===== config.mk =====
export PLATFORM = sky130hd
export DESIGN_NAME = ctrl_port_slave
export DESIGN_NICKNAME = d
export VERILOG_FILES = /design/src/logic/ctrl_port_pkg.sv /design/src/logic/pin_filter.sv /design/src/logic/line_events.sv /design/src/logic/ctrl_port_slave.sv
export SDC_FILE = /design/constraint.sdc
export NUM_CORES = 1
export LEC_CHECK = 0
export BUFFER_PORTS_ARGS = -buffer_cell sky130_fd_sc_hd__buf_2
export CAP_MARGIN = 15
export CORE_UTILIZATION = 50
export DETAILED_ROUTE_END_ITERATION = 10
export PLACE_DENSITY = 0.69
export RECOVER_POWER = 50
export SYNTH_ARGS = -nofsm -noshare
export SYNTH_HDL_FRONTEND = slang
export SYNTH_SLANG_ARGS = --single-unit

===== constraint.sdc =====
create_clock -name ref_clk -period 4.1 [get_ports ref_clk]
set_input_delay 0.205 -clock ref_clk [delete_from_list [all_inputs] [get_ports ref_clk]]
set_output_delay 0.205 -clock ref_clk [all_outputs]
set_load 0.01 [all_outputs]

===== src/logic/ctrl_port_pkg.sv =====
package ctrl_port_pkg;

	// ----------------------------------------
	// Pin bundle and its idle levels
	// ----------------------------------------
	typedef struct packed {
		logic clk;
		logic phase;
		logic data;
		logic i2c_mode;
		logic sel;
	} pin_bits_s;
	localparam int unsigned PIN_W = 5;
	localparam logic [4:0] PIN_IDLE = 5'h14;

	// ----------------------------------------
	// Addresses and transfer kinds
	// ----------------------------------------
	localparam logic [4:0] TW_DEV_ADDR_LOW = 5'h08;
	localparam logic [5:0] I2C_ADDR_HIGH = 6'h0D;
	localparam logic [1:0] KIND_WRITE = 2'b01;
	localparam logic [1:0] KIND_READ = 2'b11;

	// ----------------------------------------
	// Counts
	// ----------------------------------------
	localparam logic [2:0] LAST_BIT = 3'h7;
	localparam logic [4:0] TX_BITS = 5'h18;
	localparam logic [2:0] I2C_LAST_DATA = 3'h3;
	localparam logic [2:0] I2C_DONE = 3'h4;

	// ----------------------------------------
	// Register write carrier and link state
	// ----------------------------------------
	typedef struct packed {
		logic [6:0] addr;
		logic [15:0] data;
	} reg_write_s;

	typedef enum logic [1:0] {
		I2C_IDLE = 2'b00,
		I2C_SHIFT = 2'b01,
		I2C_ACK = 2'b10,
		I2C_IGNORE = 2'b11
	} i2c_state_e;

endpackage


===== src/logic/pin_filter.sv =====
`timescale 1ns/10ps
module pin_filter #(
	parameter int unsigned W = 1,
	parameter logic [W-1:0] INIT = '0
) (
	input wire logic ref_clk,
	input wire logic srst,
	input wire logic [W-1:0] raw,
	output logic [W-1:0] clean
);

	// A level moves only once the second and third stages agree, which also rejects single-cycle glitches.
	genvar i;
	generate
		for (i = 0; i < W; i++) begin : g_bit
			logic s1_q;
			logic s2_q;
			logic s3_q;
			always_ff @(posedge ref_clk) begin
				if (srst) begin
					s1_q <= INIT[i];
					s2_q <= INIT[i];
					s3_q <= INIT[i];
					clean[i] <= INIT[i];
				end else begin
					s1_q <= raw[i];
					s2_q <= s1_q;
					s3_q <= s2_q;
					if (s2_q == s3_q) begin
						clean[i] <= s2_q;
					end
				end
			end
		end
	endgenerate

endmodule // pin_filter


===== src/logic/line_events.sv =====
`timescale 1ns/10ps
module line_events (
	input wire logic ref_clk,
	input wire logic srst,
	input wire logic clk_line,
	input wire logic data_line,
	output logic rise,
	output logic fall,
	output logic start,
	output logic stop
);

	logic clk_q;
	logic data_q;

	always_ff @(posedge ref_clk) begin
		if (srst) begin
			clk_q <= 1'b1;
			data_q <= 1'b1;
		end else begin
			clk_q <= clk_line;
			data_q <= data_line;
		end
	end

	assign rise = clk_line & ~clk_q;
	assign fall = ~clk_line & clk_q;
	assign start = clk_line & clk_q & data_q & ~data_line;
	assign stop = clk_line & clk_q & ~data_q & data_line;

endmodule // line_events


===== src/logic/ctrl_port_slave.sv =====
// Summary of operation
// - Prepare-read opens with device address, kind bits 0 then 1, six address bits.
// - Prepare-read register byte: first bit 1, then A6 down to A0.
// - Device address with kind bits 11 makes the device drive the data line.
// - Read returns register address first; leading bit 0 valid, 1 invalid.
// - Then sixteen data bits: upper byte 15..8, then lower byte 7..0.
// - Two-wire mode reaches the same register map as three-wire mode.
// - In two-wire mode the clock pin is SCL and data pin is SDA.
// - In two-wire mode SCL is input only; SDA driven only for acknowledge.
// - First byte after every START is the slave address byte.
// - Slave address is 001101, a select bit, then R/W as LSB.
// - The select bit of the slave address follows the address select pin.
// - Two-wire register byte: MSB zero, then the 7-bit register address.
// - Acknowledge a matching slave address with R/W equal to 0.
// - Acknowledge the register address byte; it selects the written register.
// - Two-wire data is two bytes, upper first, each acknowledged.
// - After acknowledging the last data byte, release SDA until STOP.
// - Three-wire bytes go out in documented bit order, first-in-time bit first.
// - Sample on rising clock edges, launch read data on falling edges.
// - A mismatching three-wire device address deselects the port.
`timescale 1ns/10ps
module ctrl_port_slave (
	input wire logic ref_clk,
	input wire logic srst,
	input wire logic ctrl_clock_pin,
	input wire logic ctrl_phase_pin,
	input wire logic ctrl_data_pin_i,
	output logic ctrl_data_pin_o,
	output logic ctrl_data_pin_oe,
	input wire logic addr_select_pin,
	input wire logic i2c_mode_pin,
	output logic reg_wr_stb,
	output ctrl_port_pkg::reg_write_s reg_wr,
	output logic [6:0] reg_rd_addr,
	input wire logic [15:0] reg_rd_data,
	input wire logic reg_rd_valid
);

	import ctrl_port_pkg::*;

	// ----------------------------------------
	// Pin conditioning
	// ----------------------------------------
	pin_bits_s p;
	logic rise;
	logic fall;
	logic start;
	logic stop;

	pin_filter #(
		.W(PIN_W),
		.INIT(PIN_IDLE)
	) u_filter (
		.ref_clk(ref_clk),
		.srst(srst),
		.raw({ctrl_clock_pin, ctrl_phase_pin, ctrl_data_pin_i, i2c_mode_pin, addr_select_pin}),
		.clean(p)
	);

	// The clock pin doubles as SCL and the data pin as SDA.
	line_events u_events (
		.ref_clk(ref_clk),
		.srst(srst),
		.clk_line(p.clk),
		.data_line(p.data),
		.rise(rise),
		.fall(fall),
		.start(start),
		.stop(stop)
	);

	// ----------------------------------------
	// Shared byte receiver
	// ----------------------------------------
	logic [7:0] shift_q;
	logic [7:0] shift_d;
	logic [2:0] bit_cnt_q;
	logic phase_q;
	logic shift_en;
	logic byte_done;
	logic phase_edge;
	i2c_state_e st_q;

	// Bits are kept in arrival order, first-in-time at the top.
	assign shift_d = {shift_q[6:0], p.data};
	assign shift_en = rise & (p.i2c_mode ? (st_q == I2C_SHIFT) : 1'b1);
	assign byte_done = shift_en & (bit_cnt_q == LAST_BIT);
	assign phase_edge = ~p.i2c_mode & (p.phase != phase_q);

	always_ff @(posedge ref_clk) begin
		if (srst) begin
			phase_q <= 1'b0;
		end else begin
			phase_q <= p.phase;
		end
	end

	always_ff @(posedge ref_clk) begin
		if (srst) begin
			shift_q <= 8'h00;
			bit_cnt_q <= 3'h0;
		end else if (phase_edge || start || (st_q == I2C_ACK)) begin
			bit_cnt_q <= 3'h0;
		end else if (shift_en) begin
			shift_q <= shift_d;
			bit_cnt_q <= bit_cnt_q + 3'h1;
		end
	end

	// ----------------------------------------
	// Three-wire addressing and write path
	// ----------------------------------------
	logic sel_q;
	logic rd_q;
	logic flag_q;
	logic [1:0] tw_idx_q;
	logic [6:0] wa_q;
	logic [6:0] pend_q;
	logic [7:0] upper_q;
	logic tw_addr_done;
	logic tw_data_done;
	logic tw_write;

	assign tw_addr_done = ~p.i2c_mode & ~p.phase & byte_done;
	assign tw_data_done = ~p.i2c_mode & p.phase & byte_done & sel_q & ~rd_q;
	assign tw_write = tw_data_done & (tw_idx_q == 2'h2) & ~flag_q;

	always_ff @(posedge ref_clk) begin
		if (srst) begin
			sel_q <= 1'b0;
			rd_q <= 1'b0;
		end else if (p.i2c_mode) begin
			sel_q <= 1'b0;
		end else if (tw_addr_done) begin
			// A foreign address drops the selection until the next address byte.
			sel_q <= (shift_d[4:0] == TW_DEV_ADDR_LOW) && (shift_d[5] == p.sel) && shift_d[6];
			rd_q <= (shift_d[7:6] == KIND_READ);
		end
	end

	always_ff @(posedge ref_clk) begin
		if (srst) begin
			tw_idx_q <= 2'h0;
			flag_q <= 1'b0;
			pend_q <= 7'h00;
		end else if (tw_addr_done) begin
			tw_idx_q <= 2'h0;
		end else if (tw_data_done) begin
			if (tw_idx_q == 2'h0) begin
				flag_q <= shift_d[7];
				if (shift_d[7]) begin
					pend_q <= shift_d[6:0];
				end
			end
			if (tw_idx_q != 2'h3) begin
				tw_idx_q <= tw_idx_q + 2'h1;
			end
		end
	end

	assign reg_rd_addr = pend_q;

	// ----------------------------------------
	// Three-wire read transmitter
	// ----------------------------------------
	logic [23:0] tx_q;
	logic [4:0] tx_cnt_q;
	logic tx_oe_q;
	logic seen_rise_q;
	logic tx_load;
	logic tx_shift;

	assign tx_load = ~p.i2c_mode & p.phase & ~phase_q & sel_q & rd_q;
	assign tx_shift = tx_oe_q & fall & seen_rise_q;

	always_ff @(posedge ref_clk) begin
		if (srst) begin
			tx_q <= 24'h000000;
			tx_cnt_q <= 5'h00;
			tx_oe_q <= 1'b0;
			seen_rise_q <= 1'b0;
		end else if (tx_load) begin
			tx_q <= {~reg_rd_valid, pend_q, reg_rd_data};
			tx_cnt_q <= 5'h00;
			tx_oe_q <= 1'b1;
			seen_rise_q <= 1'b0;
		end else if (p.i2c_mode || !p.phase) begin
			tx_oe_q <= 1'b0;
		end else if (tx_oe_q) begin
			if (rise) begin
				seen_rise_q <= 1'b1;
			end
			if (tx_shift) begin
				tx_q <= {tx_q[22:0], 1'b0};
				tx_cnt_q <= tx_cnt_q + 5'h01;
				seen_rise_q <= 1'b0;
				if (tx_cnt_q == TX_BITS - 5'h01) begin
					tx_oe_q <= 1'b0;
				end
			end
		end
	end

	// ----------------------------------------
	// Two-wire slave receiver
	// ----------------------------------------
	logic [2:0] i2c_idx_q;
	logic ack_q;
	logic ack_ok;
	logic i2c_write;
	logic addr_match;

	assign addr_match = (shift_d[7:2] == I2C_ADDR_HIGH) && (shift_d[1] == p.sel) && !shift_d[0];
	assign ack_ok = (i2c_idx_q == 3'h0) ? addr_match : (i2c_idx_q <= I2C_LAST_DATA);
	assign i2c_write = p.i2c_mode & byte_done & (i2c_idx_q == I2C_LAST_DATA);

	always_ff @(posedge ref_clk) begin
		if (srst) begin
			st_q <= I2C_IDLE;
			i2c_idx_q <= 3'h0;
			ack_q <= 1'b0;
		end else if (!p.i2c_mode || stop) begin
			st_q <= I2C_IDLE;
			ack_q <= 1'b0;
		end else if (start) begin
			st_q <= I2C_SHIFT;
			i2c_idx_q <= 3'h0;
			ack_q <= 1'b0;
		end else begin
			case (st_q)
				I2C_SHIFT: begin
					if (byte_done) begin
						st_q <= ack_ok ? I2C_ACK : I2C_IGNORE;
						i2c_idx_q <= i2c_idx_q + 3'h1;
					end
				end
				I2C_ACK: begin
					if (fall) begin
						ack_q <= ~ack_q;
						if (ack_q) begin
							st_q <= (i2c_idx_q == I2C_DONE) ? I2C_IGNORE : I2C_SHIFT;
						end
					end
				end
				default: begin
					ack_q <= 1'b0;
				end
			endcase
		end
	end

	// ----------------------------------------
	// Register write port, shared by both modes
	// ----------------------------------------
	always_ff @(posedge ref_clk) begin
		if (srst) begin
			wa_q <= 7'h00;
			upper_q <= 8'h00;
		end else if (tw_data_done || (p.i2c_mode && byte_done)) begin
			if (p.i2c_mode ? (i2c_idx_q == 3'h1) : (tw_idx_q == 2'h0)) begin
				wa_q <= shift_d[6:0];
			end
			if (p.i2c_mode ? (i2c_idx_q == 3'h2) : (tw_idx_q == 2'h1)) begin
				upper_q <= shift_d;
			end
		end
	end

	// Both modes feed one write carrier, so the register map cannot diverge.
	always_ff @(posedge ref_clk) begin
		if (srst) begin
			reg_wr_stb <= 1'b0;
			reg_wr <= '0;
		end else begin
			reg_wr_stb <= tw_write | i2c_write;
			if (tw_write || i2c_write) begin
				reg_wr <= '{addr: wa_q, data: {upper_q, shift_d}};
			end
		end
	end

	// ----------------------------------------
	// Data pin drive
	// ----------------------------------------
	// Only the acknowledge pulls SDA; a read in two-wire mode is not served.
	assign ctrl_data_pin_o = p.i2c_mode ? 1'b0 : tx_q[23];
	assign ctrl_data_pin_oe = p.i2c_mode ? ack_q : tx_oe_q;

	// ----------------------------------------
	// Checks
	// ----------------------------------------
	property p_sda_ack_only;
		@(posedge ref_clk) disable iff (srst)
		(p.i2c_mode && ctrl_data_pin_oe) |-> (st_q == I2C_ACK) && !ctrl_data_pin_o;
	endproperty
	a_sda_ack_only: assert property (p_sda_ack_only) else $error("SDA driven outside acknowledge.");

	property p_no_ack_foreign;
		@(posedge ref_clk) disable iff (srst)
		(p.i2c_mode && byte_done && st_q == I2C_SHIFT && i2c_idx_q == 3'h0 && !addr_match && !start && !stop)
		|=> (st_q == I2C_IGNORE) ##1 !ctrl_data_pin_oe;
	endproperty
	a_no_ack_foreign: assert property (p_no_ack_foreign) else $error("Foreign slave address not ignored.");

	property p_read_addr_first;
		@(posedge ref_clk) disable iff (srst)
		tx_load |=> tx_oe_q && (tx_q[23:16] == {~$past(reg_rd_valid), $past(pend_q)});
	endproperty
	a_read_addr_first: assert property (p_read_addr_first) else $error("Read does not open with address.");

	property p_read_data;
		@(posedge ref_clk) disable iff (srst)
		tx_load |=> (tx_q[15:0] == $past(reg_rd_data)) && (tx_cnt_q == 5'h00);
	endproperty
	a_read_data: assert property (p_read_data) else $error("Read data word wrong.");

	property p_launch_on_fall;
		@(posedge ref_clk) disable iff (srst)
		(!$past(tx_load) && $changed(tx_q)) |-> $past(fall) && $past(seen_rise_q);
	endproperty
	a_launch_on_fall: assert property (p_launch_on_fall) else $error("Read bit launched off a falling edge.");

	property p_deselect;
		@(posedge ref_clk) disable iff (srst)
		(!p.i2c_mode && !sel_q) |=> !reg_wr_stb && !tx_oe_q;
	endproperty
	a_deselect: assert property (p_deselect) else $error("Deselected port still active.");

	property p_phase_high;
		@(posedge ref_clk) disable iff (srst)
		(!p.i2c_mode && ctrl_data_pin_oe) |-> $past(p.phase);
	endproperty
	a_phase_high: assert property (p_phase_high) else $error("Data pin driven in address phase.");

	property p_release_after_last;
		@(posedge ref_clk) disable iff (srst)
		(st_q == I2C_ACK && ack_q && fall && i2c_idx_q == I2C_DONE && !stop && !start && p.i2c_mode)
		|=> !ctrl_data_pin_oe [*2];
	endproperty
	a_release_after_last: assert property (p_release_after_last) else $error("SDA held after last ack.");

	property p_two_byte_write;
		@(posedge ref_clk) disable iff (srst)
		i2c_write |=> reg_wr_stb && (reg_wr.data[15:8] == $past(upper_q)) && (reg_wr.addr == $past(wa_q));
	endproperty
	a_two_byte_write: assert property (p_two_byte_write) else $error("Two-byte write assembled wrongly.");

endmodule // ctrl_port_slave


Yosys cells after proc, flatten, opt, wreduce, memory -nomap -nowiden

Index checks and enable logic that the tools add are counted.

Flip-flop bits (word level): 121
Input bits: 24
Output and inout port bits: 33

Add/sub/neg operators: 4
Order comparisons: 1
Equality and inequality tests: 29
Muxes and demuxes: 29
Bitwise gates (word level): 42
Reductions and logical operators: 43

Operators with widths:

| kind                                           | number |
|---|---|
| 2-to-1 mux 24 bit                              | 4 |
| bitwise AND 1 bit                              | 25 |
| 2-to-1 mux 1 bit                               | 16 |
| NOT 1 bit                                      | 16 |
| AND reduction 3 bit                            | 5 |
| AND reduction 2 bit                            | 6 |
| AND reduction 4 bit                            | 3 |
| nonzero test 2 bit                             | 6 |
| inequality test 2 bit (second input constant)  | 5 |
| OR reduction 2 bit                             | 5 |
| 2-to-1 mux 3 bit                               | 3 |
| inequality test 3 bit (second input constant)  | 3 |
| 2-to-1 mux 2 bit                               | 4 |
| == test 1 bit                                  | 7 |
| adder 3 x 1 -> 3 bit (second input constant)   | 2 |
| == test 2 bit (second input constant)          | 3 |
| == test 3 x 2 -> 1 bit (second input constant) | 2 |
| == test 3 bit (second input constant)          | 2 |
| == test 6 x 4 -> 1 bit (second input constant) | 1 |
| logical OR 1 bit                               | 6 |
| adder 5 x 1 -> 5 bit (second input constant)   | 1 |
| == test 5 x 4 -> 1 bit (second input constant) | 1 |
| == test 5 bit (second input constant)          | 1 |
| logical AND 1 bit                              | 5 |
| other kinds (13)                               | 16 |

Depth between registers and ports, before layout

Gate-level depths: netlist (run 1).

Depth after elaboration: 10
Depth in mapped cells: 8
Mapped depth without buffers: 6

Hierarchy

Synthesis (run 1) repeated with hierarchy kept, for this count alone.

Cell total of the unflattened synthesis: 486
Area, all modules: 5053.6 um^2

By module, submodules not included:

| module          | instances | cells an instance | area each (um^2) | sequential area each (um^2) |
|---|---|---|---|---|
| ctrl_port_slave | 1         | 426               | 4366.7           | 1981.9 |
| pin_filter      | 1         | 52                | 601.8            | 400.4 |
| line_events     | 1         | 8                 | 85.1             | 40.0 |

Worst setup path before layout (run 1)

No wires, ideal clock.

Path kind: reg-to-reg
From: reg bit_cnt_q[0]
To: reg reg_wr[3] in the netlist's numbering
Arrival time: 1725 ps
Required time: 3959 ps
Setup slack: 2233 ps
Cell stages (with the launch flop): 9
Buffers on the path: 2
Clock period less this slack: 1867 ps
Cells stage by stage: dfxtp_1 ha_1 ha_1 nand3b_1 buf_2 buf_1 nor2_1 a21oi_1 o311ai_2

Word-level cells in the longest chain between the ends: 8
Elaborated cells between the ends (all ways): 10
Those cells by class: 1 x eq/ne; 8 x bitwise; 1 x reduce/logical

Ends and longest elaborated chain:

| what                            | RTL line               | source |
|---|---|---|
| from (decl)                     | ctrl_port_slave.sv:77  | `logic [2:0] bit_cnt_q;` |
| from (signal assigned)          | ctrl_port_slave.sv:106 | `bit_cnt_q <= bit_cnt_q + 3'h1;` |
| == test 3 bit *                 | ctrl_port_slave.sv:87  | `assign byte_done = shift_en & (bit_cnt_q == LAST_BIT);` |
| bitwise AND 1 bit *             | ctrl_port_slave.sv:87  |  |
| bitwise AND 1 bit (3 in series) | ctrl_port_slave.sv:125 | `assign tw_data_done = ~p.i2c_mode & p.phase & byte_done & sel_q & ~rd_q;` |
| bitwise AND 1 bit (2 in series) | ctrl_port_slave.sv:126 | `assign tw_write = tw_data_done & (tw_idx_q == 2'h2) & ~flag_q;` |
| logical OR 1 bit *              | ctrl_port_slave.sv:276 | `if (tw_write \|\| i2c_write) begin` |
| to (signal assigned)            | ctrl_port_slave.sv:277 | `reg_wr <= '{addr: wa_q, data: {upper_q, shift_d}};` |
| to (decl)                       | ctrl_port_slave.sv:33  | `output ctrl_port_pkg::reg_write_s reg_wr,` |

Every way passes the cells marked *; elsewhere a longest branch is shown, timed or not.
A chain may end at the register's enable or synchronous reset.

Final worst setup path (run 1)

From: reg bit_cnt_q[0]
To: reg pend_q[1], in the netlist reg_rd_addr[1]

Word-level cells in the longest chain between the ends: 6
Elaborated cells between the ends (all ways): 8
Those cells by class: 1 x eq/ne; 6 x bitwise; 1 x reduce/logical

Ends and longest elaborated chain:

| what                            | RTL line               | source |
|---|---|---|
| == test 3 bit *                 | ctrl_port_slave.sv:87  |  |
| bitwise AND 1 bit *             | ctrl_port_slave.sv:87  |  |
| bitwise AND 1 bit (3 in series) | ctrl_port_slave.sv:125 |  |
| AND reduction 4 bit (no line) * | n/a                    |  |
| to (signal assigned)            | ctrl_port_slave.sv:152 | `pend_q <= shift_d[6:0];` |
| to (decl)                       | ctrl_port_slave.sv:118 | `logic [6:0] pend_q;` |

Marked as above.

==> run metrics, run 1 <==
run status finished with violations; violated checks max-capacitance violations, max-slew violations; Synth cell types 54; CP Capture Type register; post-synthesis sequential element count 121; Fillers 899; yosys warns 0; RSZ-0062 raised after global routing no; HPWL after detailed placement 7.58 mm; Setup CP Type reg2reg; Slew HR -42.7%; Hold Vio Cnt, Final 0; crit start category register; post-DR wirelength/cell 15.2 um; Crit Path Max Fanout 12; PortBufs 56; Post-Syn Area 0.00562 mm^2; maximum vdd drop 0.273 mV; n_diodes 0; register area share after synthesis 43.1%; Slew Viols, Final 116; syn nets 636; starting utilization of the core area 51.7%; Initial DRT Pass Iterations 4; num rows 38; Synth Instances 600; initial antenna violation count 0; global-route wire length before repair 20.4 mm; GRT Overall Usage 22.3%; Nets 691; root buf cell clkbuf_8; Clock Path Buffers 2; Main synth FF type dfxtp_1; vias in the first global route 4299; vias per inst 5.57; Hold/Removal Path Class reg2reg; Die Ht 108 um; max_cap viols 1; CTS sink cnt 121; drt total wl 12.3 mm; drt drc 0; Compound-Gate Fraction of Synth Area 12.7%; highest clock rate 402 MHz; leak pwr 2.30 nW; critical path data arrival time 2.85 ns; Final min period 2.49 ns; largest family of logic cells by synthesized area simple AND/OR/NAND/NOR gates; CTS tree done; routed via count 4497; dpl ws 1.64 ns; number of synthesized flops with an enable pin 0; I/O pins 57; xor/xnor share of the synthesized area 1.40%; final instance area 0.00668 mm^2; P per Cell Area 409 mW/mm^2; transition time of the tightest slew-check pin 2.14 ns; Worst-path clk slew 0.06 ns; Mean Syn Cell Area 9.37 um^2; grt ovf 0; Final WS setup 1.61 ns; width of the die 108 um; DRT iter0 DRCs 289; core area 0.0109 mm^2; simple-gate share of the synthesized area 25.5%; Num CTS Buffers 17; FFs w/ async S/R, synth 0%; GPL Wtd Cong 0.830; ANT nets after route 0; dpl cell area 0.00589 mm^2; PostCTS Resize Cnt 0; part of the cycle the worst path needs 60.7%; Setup TNS 0 ns; Post-Synth Adder-Cell Area 2.67%; Final Skew 0.00929 ns; layout cells sized above 1 11.4%; clk_lat worst skew 0.52 ns; final setup vio count 0; Die ar. 0.0117 mm^2; H-tree Lvls 4; Area Overhead vs Synth 18.8%; pin count of the biggest net entering global routing 116; CP required 4.46 ns; mux cell area share after synthesis 10.3%
-- layer usage --
metal	vias up	share of wire [%]	global-route usage (%)
met1	2146	48	28.6
li1	2242	-	-
met2	91	47	36.2
met5	-	0	0
met3	18	4.0	5.61
met4	0	1.5	8.32
-- layout make-up --
class / instances / area (um^2) / share of cell area (%)
Clock buffer: 23 / 477 / 7.13
Clock inverter: 8 / 118 / 1.76
Inverter: 9 / 33.8 / 0.506
Multi-Input combinational cell: 424 / 2950 / 44.2
Sequential cell: 121 / 2420 / 36.3
Tap cell: 140 / 175 / 2.62
Timing Repair Buffer: 82 / 505 / 7.57
-- cell usage after synthesis, types with 2 or more instances --
cell type | count | share of area [%]
o21bai_1 | 4 | 0.53
nand4_1 | 2 | 0.22
nor2_1 | 66 | 4.4
o32ai_4 | 2 | 0.98
or2_2 | 8 | 0.89
buf_2 | 6 | 0.53
o311ai_2 | 5 | 1.4
a21oi_1 | 20 | 1.8
a211oi_1 | 25 | 3.3
buf_6 | 4 | 0.80
clkbuf_1 | 32 | 2.1
a22oi_1 | 18 | 2.4
and4b_1 | 2 | 0.36
nand2b_1 | 13 | 1.4
nor3b_1 | 21 | 2.8
xnor2_1 | 6 | 0.93
nand3_1 | 39 | 3.5
buf_1 | 3 | 0.20
nand3b_1 | 3 | 0.40
inv_1 | 9 | 0.60
nor2b_1 | 32 | 3.6
o21ai_0 | 10 | 0.89
mux2i_1 | 57 | 10
xor2_1 | 3 | 0.47
nand2_1 | 24 | 1.6
ha_1 | 12 | 2.7
nor3_1 | 15 | 1.3
dfxtp_1 | 121 | 43
nand4b_1 | 13 | 2.0
-- cell usage in the layout (no fill, tap or decap), types with 3 or more instances in the layout --
| cell type | instances |
|---|---|
| buf_2 | 22 |
| nor3_1 | 15 |
| clkinv_2 | 4 |
| nand2b_1 | 13 |
| dfxtp_1 | 121 |
| a22oi_1 | 18 |
| nand3_1 | 39 |
| nor2_1 | 66 |
| nand2_1 | 24 |
| clkbuf_8 | 5 |
| xor2_1 | 3 |
| o21bai_1 | 4 |
| xnor2_1 | 6 |
| a211oi_1 | 25 |
| or2_2 | 8 |
| nor3b_1 | 21 |
| dlygate4sd3_1 | 22 |
| clkbuf_16 | 16 |
| o311ai_2 | 5 |
| inv_1 | 9 |
| nor2b_1 | 32 |
| mux2i_1 | 57 |
| a21oi_1 | 20 |
| nand3b_1 | 4 |
| ha_1 | 12 |
| nand4b_1 | 13 |
| clkbuf_1 | 36 |
| bufinv_16 | 3 |
| o21ai_0 | 10 |
-- kinds of logic (layout without fill, tap and decap cells) --
family | after synthesis | in the layout
XOR/XNOR | 9 | 9
buffers and inverters | 55 | 122
multiplexers | 58 | 58
AO/OA/AOI/OAI | 92 | 92
flip-flops | 121 | 121
adder cells (fa/ha/maj) | 12 | 12
AND/OR/NAND/NOR | 253 | 253
-- per-stage QoR --
step / power [mW] / hold slack [ns] / instances / utilization, %
2_1_floorplan: 1.24 / 0.309 / 600 / -
3_3_place_gp: 1.25 / 0.396 / 753 / 54.1
3_5_place_dp: 1.25 / 0.392 / 753 / 54.1
4_1_cts: 2.75 / 0.347 / 806 / 61.6
5_1_grt: 2.81 / 0.421 / 807 / 61.4
6_report: 2.73 / 0.406 / 807 / 61.4
-- worst max-delay path, cell delays in order, from the launching register on --
cell and delay (ns):
dfxtp_1 0.35, ha_1 0.15, ha_1 0.20, nand3b_1 0.50, nor4_4 0.79, mux2i_1 0.28
nor2_1 0.06
-- registers in the layout (all words and copies together), names as in the netlist, 7 cells and up --
name and count:
wa_q 7, reg_rd_addr 7, upper_q 8, reg_wr 23, shift_q 7, tx_q 24
-- report_power, final --
group	total, mW	switching, mW	internal [mW]	leakage [nW]
Sequential	1.19	0.00350	1.18	0.977
Combinational	0.0590	0.0289	0.0301	1.03
Clock	1.49	0.504	0.982	0.294
Total	2.73	0.536	2.20	2.30
-- worst paths after layout --
path	from	to	slack [ns]	cells past startpoint
worst max-delay path	bit_cnt_q[0]$_SDFFE_PP0P_	reg_rd_addr[1]$_SDFFE_PP0P_	1.61	6
worst min-delay path	u_filter.g_bit[2].s1_q$_SDFF_PP1_	u_filter.g_bit[2].s2_q$_SDFF_PP1_	0.41	1
worst max register to register	bit_cnt_q[0]$_SDFFE_PP0P_	reg_rd_addr[1]$_SDFFE_PP0P_	1.61	6
worst min register to register	u_filter.g_bit[2].s1_q$_SDFF_PP1_	u_filter.g_bit[2].s2_q$_SDFF_PP1_	0.41	1
-- repair_timing --
item,CTS,global route
hold endpoints to repair,22,0
hold buffers,22,0
setup buffers,0,0
Note: power is estimated with default switching activity, not from simulation.
==> run 2, diff against run 1 <==
PLACE_DENSITY = 0.72   (was 0.69)
clock period = 2 ns   (was 4.1 ns; I/O delays follow)
==> run metrics, run 2 (same netlist as run 1, synthesis figures left out) <==
run status finished clean; Final Skew 0.00790 ns; PortBufs 56; global-route wire length before repair 21.6 mm; GPL Wtd Cong 0.850; Nets 715; starting utilization of the core area 51.7%; Clock Path Buffers 2; Worst-path clk slew 0.06 ns; post-DR wirelength/cell 15.5 um; ANT nets after route 0; Setup TNS 0 ns; Comb pwr share 2.3%; critical path data arrival time 2.28 ns; Num CTS Buffers 17; DP Cell Count 777; RSZ-0062 raised after global routing no; Largest regs tx_q (24), reg_wr (23), upper_q (8); highest clock rate 532 MHz; Hold/Removal Path Class in2reg; root buf cell clkbuf_8; commonest non-fill, non-tap cells in the layout dfxtp_1 (121), nor2_1 (67), mux2i_1 (57); NetSw 1.26 mW; Area Overhead vs Synth 22.9%; commonest non-fill, non-tap cell in the layout dfxtp_1; Crit Path Max Fanout 8; leak pwr 2.41 nW; final std cells w/o fill 832; vias in the first global route 4526; switch share 22.1%; I/O pins 57; initial antenna violation count 0; Die ar. 0.0117 mm^2; Die Ht 108 um; CP Capture Type register; drt total wl 12.9 mm; Slew Viols, Final 0; internal power 4.41 mW; routed via count 4659; H-tree Lvls 4; CTS tree done; part of the cycle the worst path needs 94.0%; P per Cell Area 820 mW/mm^2; clk_lat worst skew 0.53 ns; Initial DRT Pass Iterations 4; drt drc 0; Clock power frac 54.8%; Slew HR 49.0%; dpl ws 0.0247 ns; Final min period 1.88 ns; CTS sink cnt 121; final setup vio count 0; Reg power frac 42.9%; DRT iter0 DRCs 273; pin count of the biggest net entering global routing 59; maximum vdd drop 0.844 mV; max reg flops 24; max_cap viols 0; Final WS setup 0.120 ns; CP required 2.40 ns; grt ovf 0; Total Power 5.67 mW; core area 0.0109 mm^2; layout cells sized above 1 14.9%; n_diodes 0; vias per inst 5.60; Fillers 861; num rows 38; Hold Vio Cnt, Final 0; GRT Overall Usage 23.9%; HPWL after detailed placement 8.15 mm; width of the die 108 um; transition time of the tightest slew-check pin 0.765 ns; most flop-heavy register tx_q; crit start category register; Setup CP Type reg2reg
## run 2: final timing paths
path	from	to	slack, ns	depth (start not counted)
worst max-delay path	bit_cnt_q[0]$_SDFFE_PP0P_	upper_q[6]$_SDFFE_PP0P_	0.12	8
worst min-delay path	srst	upper_q[1]$_SDFFE_PP0P_	0.05	2
worst max register to register	bit_cnt_q[0]$_SDFFE_PP0P_	upper_q[6]$_SDFFE_PP0P_	0.12	8
worst min register to register	u_filter.g_bit[4].s1_q$_SDFF_PP1_	u_filter.g_bit[4].s2_q$_SDFF_PP1_	0.42	1
## run 2: timing repair
action / 4_1_cts / 5_1_grt
hold buffers: 22 / 0
hold endpoints to repair: 22 / 0
gates resized for setup: 0 / 5
setup buffers: 0 / 1
setup endpoints to repair: 0 / 33
## run 2: metrics by stage
step	instance area (um^2)	utilization, %	hold WS [ns]
global placement	6120	56.2	0.286
floorplan	5620	-	0.204
finish	6910	63.5	0.0526
global route	6910	63.5	0.0678
CTS	6950	63.8	0.0283
detailed placement	6120	56.2	0.285
## run 2: critical path: stages, from the launching register on
cell and delay (ns):
dfxtp_1 0.35, ha_1 0.17, ha_2 0.20, nand3b_1 0.10
buf_4 0.20, o32ai_4 0.26, buf_6 0.19, mux2i_1 0.22
nor2_1 0.06
## run 2: power by group through the flow
stage	Sequential [mW]	Combinational, mW	Clock (mW)
floorplan	2.48	0.0575	0
global placement	2.48	0.0933	0
detailed placement	2.48	0.0955	0
CTS	2.43	0.129	3.15
global route	2.43	0.142	3.27
finish	2.43	0.130	3.11
## run 2: area by class of cell
class | instances | area, um^2 | share of cell area [%]
Clock inverter | 15 | 191 | 2.77
Sequential cell | 121 | 2420 | 35.0
Tap cell | 140 | 175 | 2.53
Clock buffer | 17 | 414 | 5.99
Timing Repair Buffer | 106 | 723 | 10.5
Multi-Input combinational cell | 424 | 2950 | 42.7
Inverter | 9 | 33.8 | 0.489
## run 2: layer usage
| metal | track usage [%] | wire length (um) | vias to the layer above |
|---|---|---|---|
| met5 | 0 | 0 | - |
| met4 | 10.3 | 291 | 0 |
| met3 | 6.45 | 496 | 28 |
| met2 | 38.3 | 6280 | 108 |
| met1 | 30.1 | 5830 | 2219 |
| li1 | - | - | 2304 |
==> run 3, diff against run 2 <==
CORE_UTILIZATION = 53   (was 50)
GPL_TIMING_DRIVEN = 1   (was default)
PLACE_DENSITY = 0.76   (was 0.72)
==> run metrics, run 3 (same netlist as run 1, synthesis figures left out) <==
Largest regs tx_q (24), reg_wr (23), upper_q (8); Final Skew 0.00847 ns; Core Util, Final 67.1%; CTS sink cnt 121; dpl cell area 0.00610 mm^2; CP bufs+invs 2; transition time of the tightest slew-check pin 0.691 ns; CP Cell Sequence ha_2 > ha_4 > nand3b_1 > buf_6 > o32ai_4 > buf_12 > mux2i_1 > nor2_1; Worst-path clk slew 0.06 ns; n_diodes 0; Crit path max-delay family adder cells; width of the die 105 um; routed via count 4689; Hold Vio Cnt, Final 0; maximum vdd drop 0.487 mV; num rows 37; drt drc 0; GRT Overall Usage 25.1%; CTS tree done; root buf cell clkbuf_8; pin count of the biggest net entering global routing 83; max reg flops 24; H-tree Lvls 4; post-DR wirelength/cell 16.0 um; Final WS setup 0.0410 ns; max_cap viols 0; most flop-heavy register tx_q; Fillers 791; Hold/Removal Path Class in2reg; Num CTS Buffers 17; Total Power 5.63 mW; run status finished clean; Clock Path Buffers 2; DP Cell Count 771; Area Overhead vs Synth 23.2%; global-route wire length before repair 22.2 mm; GPL Wtd Cong 0.844; critical path data arrival time 2.34 ns; core area 0.0103 mm^2; Nets 715; highest clock rate 510 MHz; final setup vio count 0; leak pwr 2.41 nW; vias in the first global route 4642; grt ovf 0; Die Ht 105 um; HPWL after detailed placement 8.13 mm; commonest non-fill, non-tap cells in the layout dfxtp_1 (121), nor2_1 (66), mux2i_1 (56); I/O pins 57; ANT nets after route 0; part of the cycle the worst path needs 98.0%; Crit Path Max Fanout 7; dpl ws 0.00109 ns; CP required 2.38 ns; final instance area 0.00693 mm^2; DRT iter0 DRCs 298; crit start category register; Slowest cell on crit path dfxtp_1; clk_lat worst skew 0.52 ns; vias per inst 5.66; Slew HR 53.9%; Final min period 1.96 ns; initial antenna violation count 0; Setup CP Type reg2reg; PortBufs 56; commonest non-fill, non-tap cell in the layout dfxtp_1; Initial DRT Pass Iterations 4; layout cells sized above 1 15.2%; P per Cell Area 812 mW/mm^2; drt total wl 13.2 mm; CP max stage delay 0.35 ns; Slew Viols, Final 0; CP Capture Type register; final std cells w/o fill 828; starting utilization of the core area 54.5%; Die ar. 0.0110 mm^2
-- run 3: changes by cell type in the layout (fill, tap and decap cells not counted), moves of 2 or more --
cell,previous run,this run
inv_6,5,0
buf_6,1,3
clkbuf_1,37,35
buf_2,22,25
buf_4,19,15
clkbuf_2,0,2
-- run 3: path summary, 6_finish.rpt --
kind                                                        start                           endpoint  slack, ns  depth (start not counted)
worst min-delay path                               ctrl_clock_pin  u_filter.g_bit[4].s1_q$_SDFF_PP1_       0.29                          3
worst max-delay path                    bit_cnt_q[1]$_SDFFE_PP0P_               wa_q[3]$_SDFFE_PP0P_       0.04                          8
worst min register to register  u_filter.g_bit[4].s1_q$_SDFF_PP1_  u_filter.g_bit[4].s2_q$_SDFF_PP1_       0.41                          1
worst max register to register          bit_cnt_q[1]$_SDFFE_PP0P_               wa_q[3]$_SDFFE_PP0P_       0.04                          8
-- run 3: report_power, final --
part	switching [mW]	internal [mW]	leakage (nW)
combinational	0.0619	0.0670	1.16
clock	1.15	1.91	0.280
sequential	0.00661	2.43	0.977
total	1.22	4.40	2.41
-- run 3: per-stage QoR --
step / TNS (ns) / hold slack (ns)
global placement: 0 / 0.287
CTS: 0 / 0.281
global route: -0.0173 / 0.288
detailed placement: 0 / 0.290
floorplan: 0 / 0.204
finish: 0 / 0.291
-- run 3: what timing repair did --
action,CTS,global route
resized for setup,0,7
endpoints found under the hold margin,26,0
hold buffers,23,0
setup endpoints to repair,2,26
pin swaps,1,1
setup buffers,0,2
-- run 3: layer usage --
metal / share of wire [%] / global-route usage [%]
met3: 3.7 / 6.49
met4: 1.3 / 9.05
met5: 0 / 0
met2: 50 / 41.8
met1: 45 / 31.3
-- run 3: area by class of cell --
class / instances / area (um^2) / area share, %
Clock inverter: 13 / 173 / 2.49
Clock buffer: 19 / 422 / 6.09
Tap cell: 136 / 170 / 2.46
Inverter: 9 / 33.8 / 0.488
Sequential cell: 121 / 2420 / 35.0
Multi-Input combinational cell: 424 / 2970 / 42.9
Timing Repair Buffer: 106 / 736 / 10.6
-- run 3: worst register-to-register path, delay by kind of cell (launching register included) --
family	cells	cell delay, ns
buffers and inverters	2	0.37
AND/OR/NAND/NOR	2	0.21
flip-flops	1	0.35
adder cells (fa/ha/maj)	2	0.36
AO/OA/AOI/OAI	1	0.29
multiplexers	1	0.26
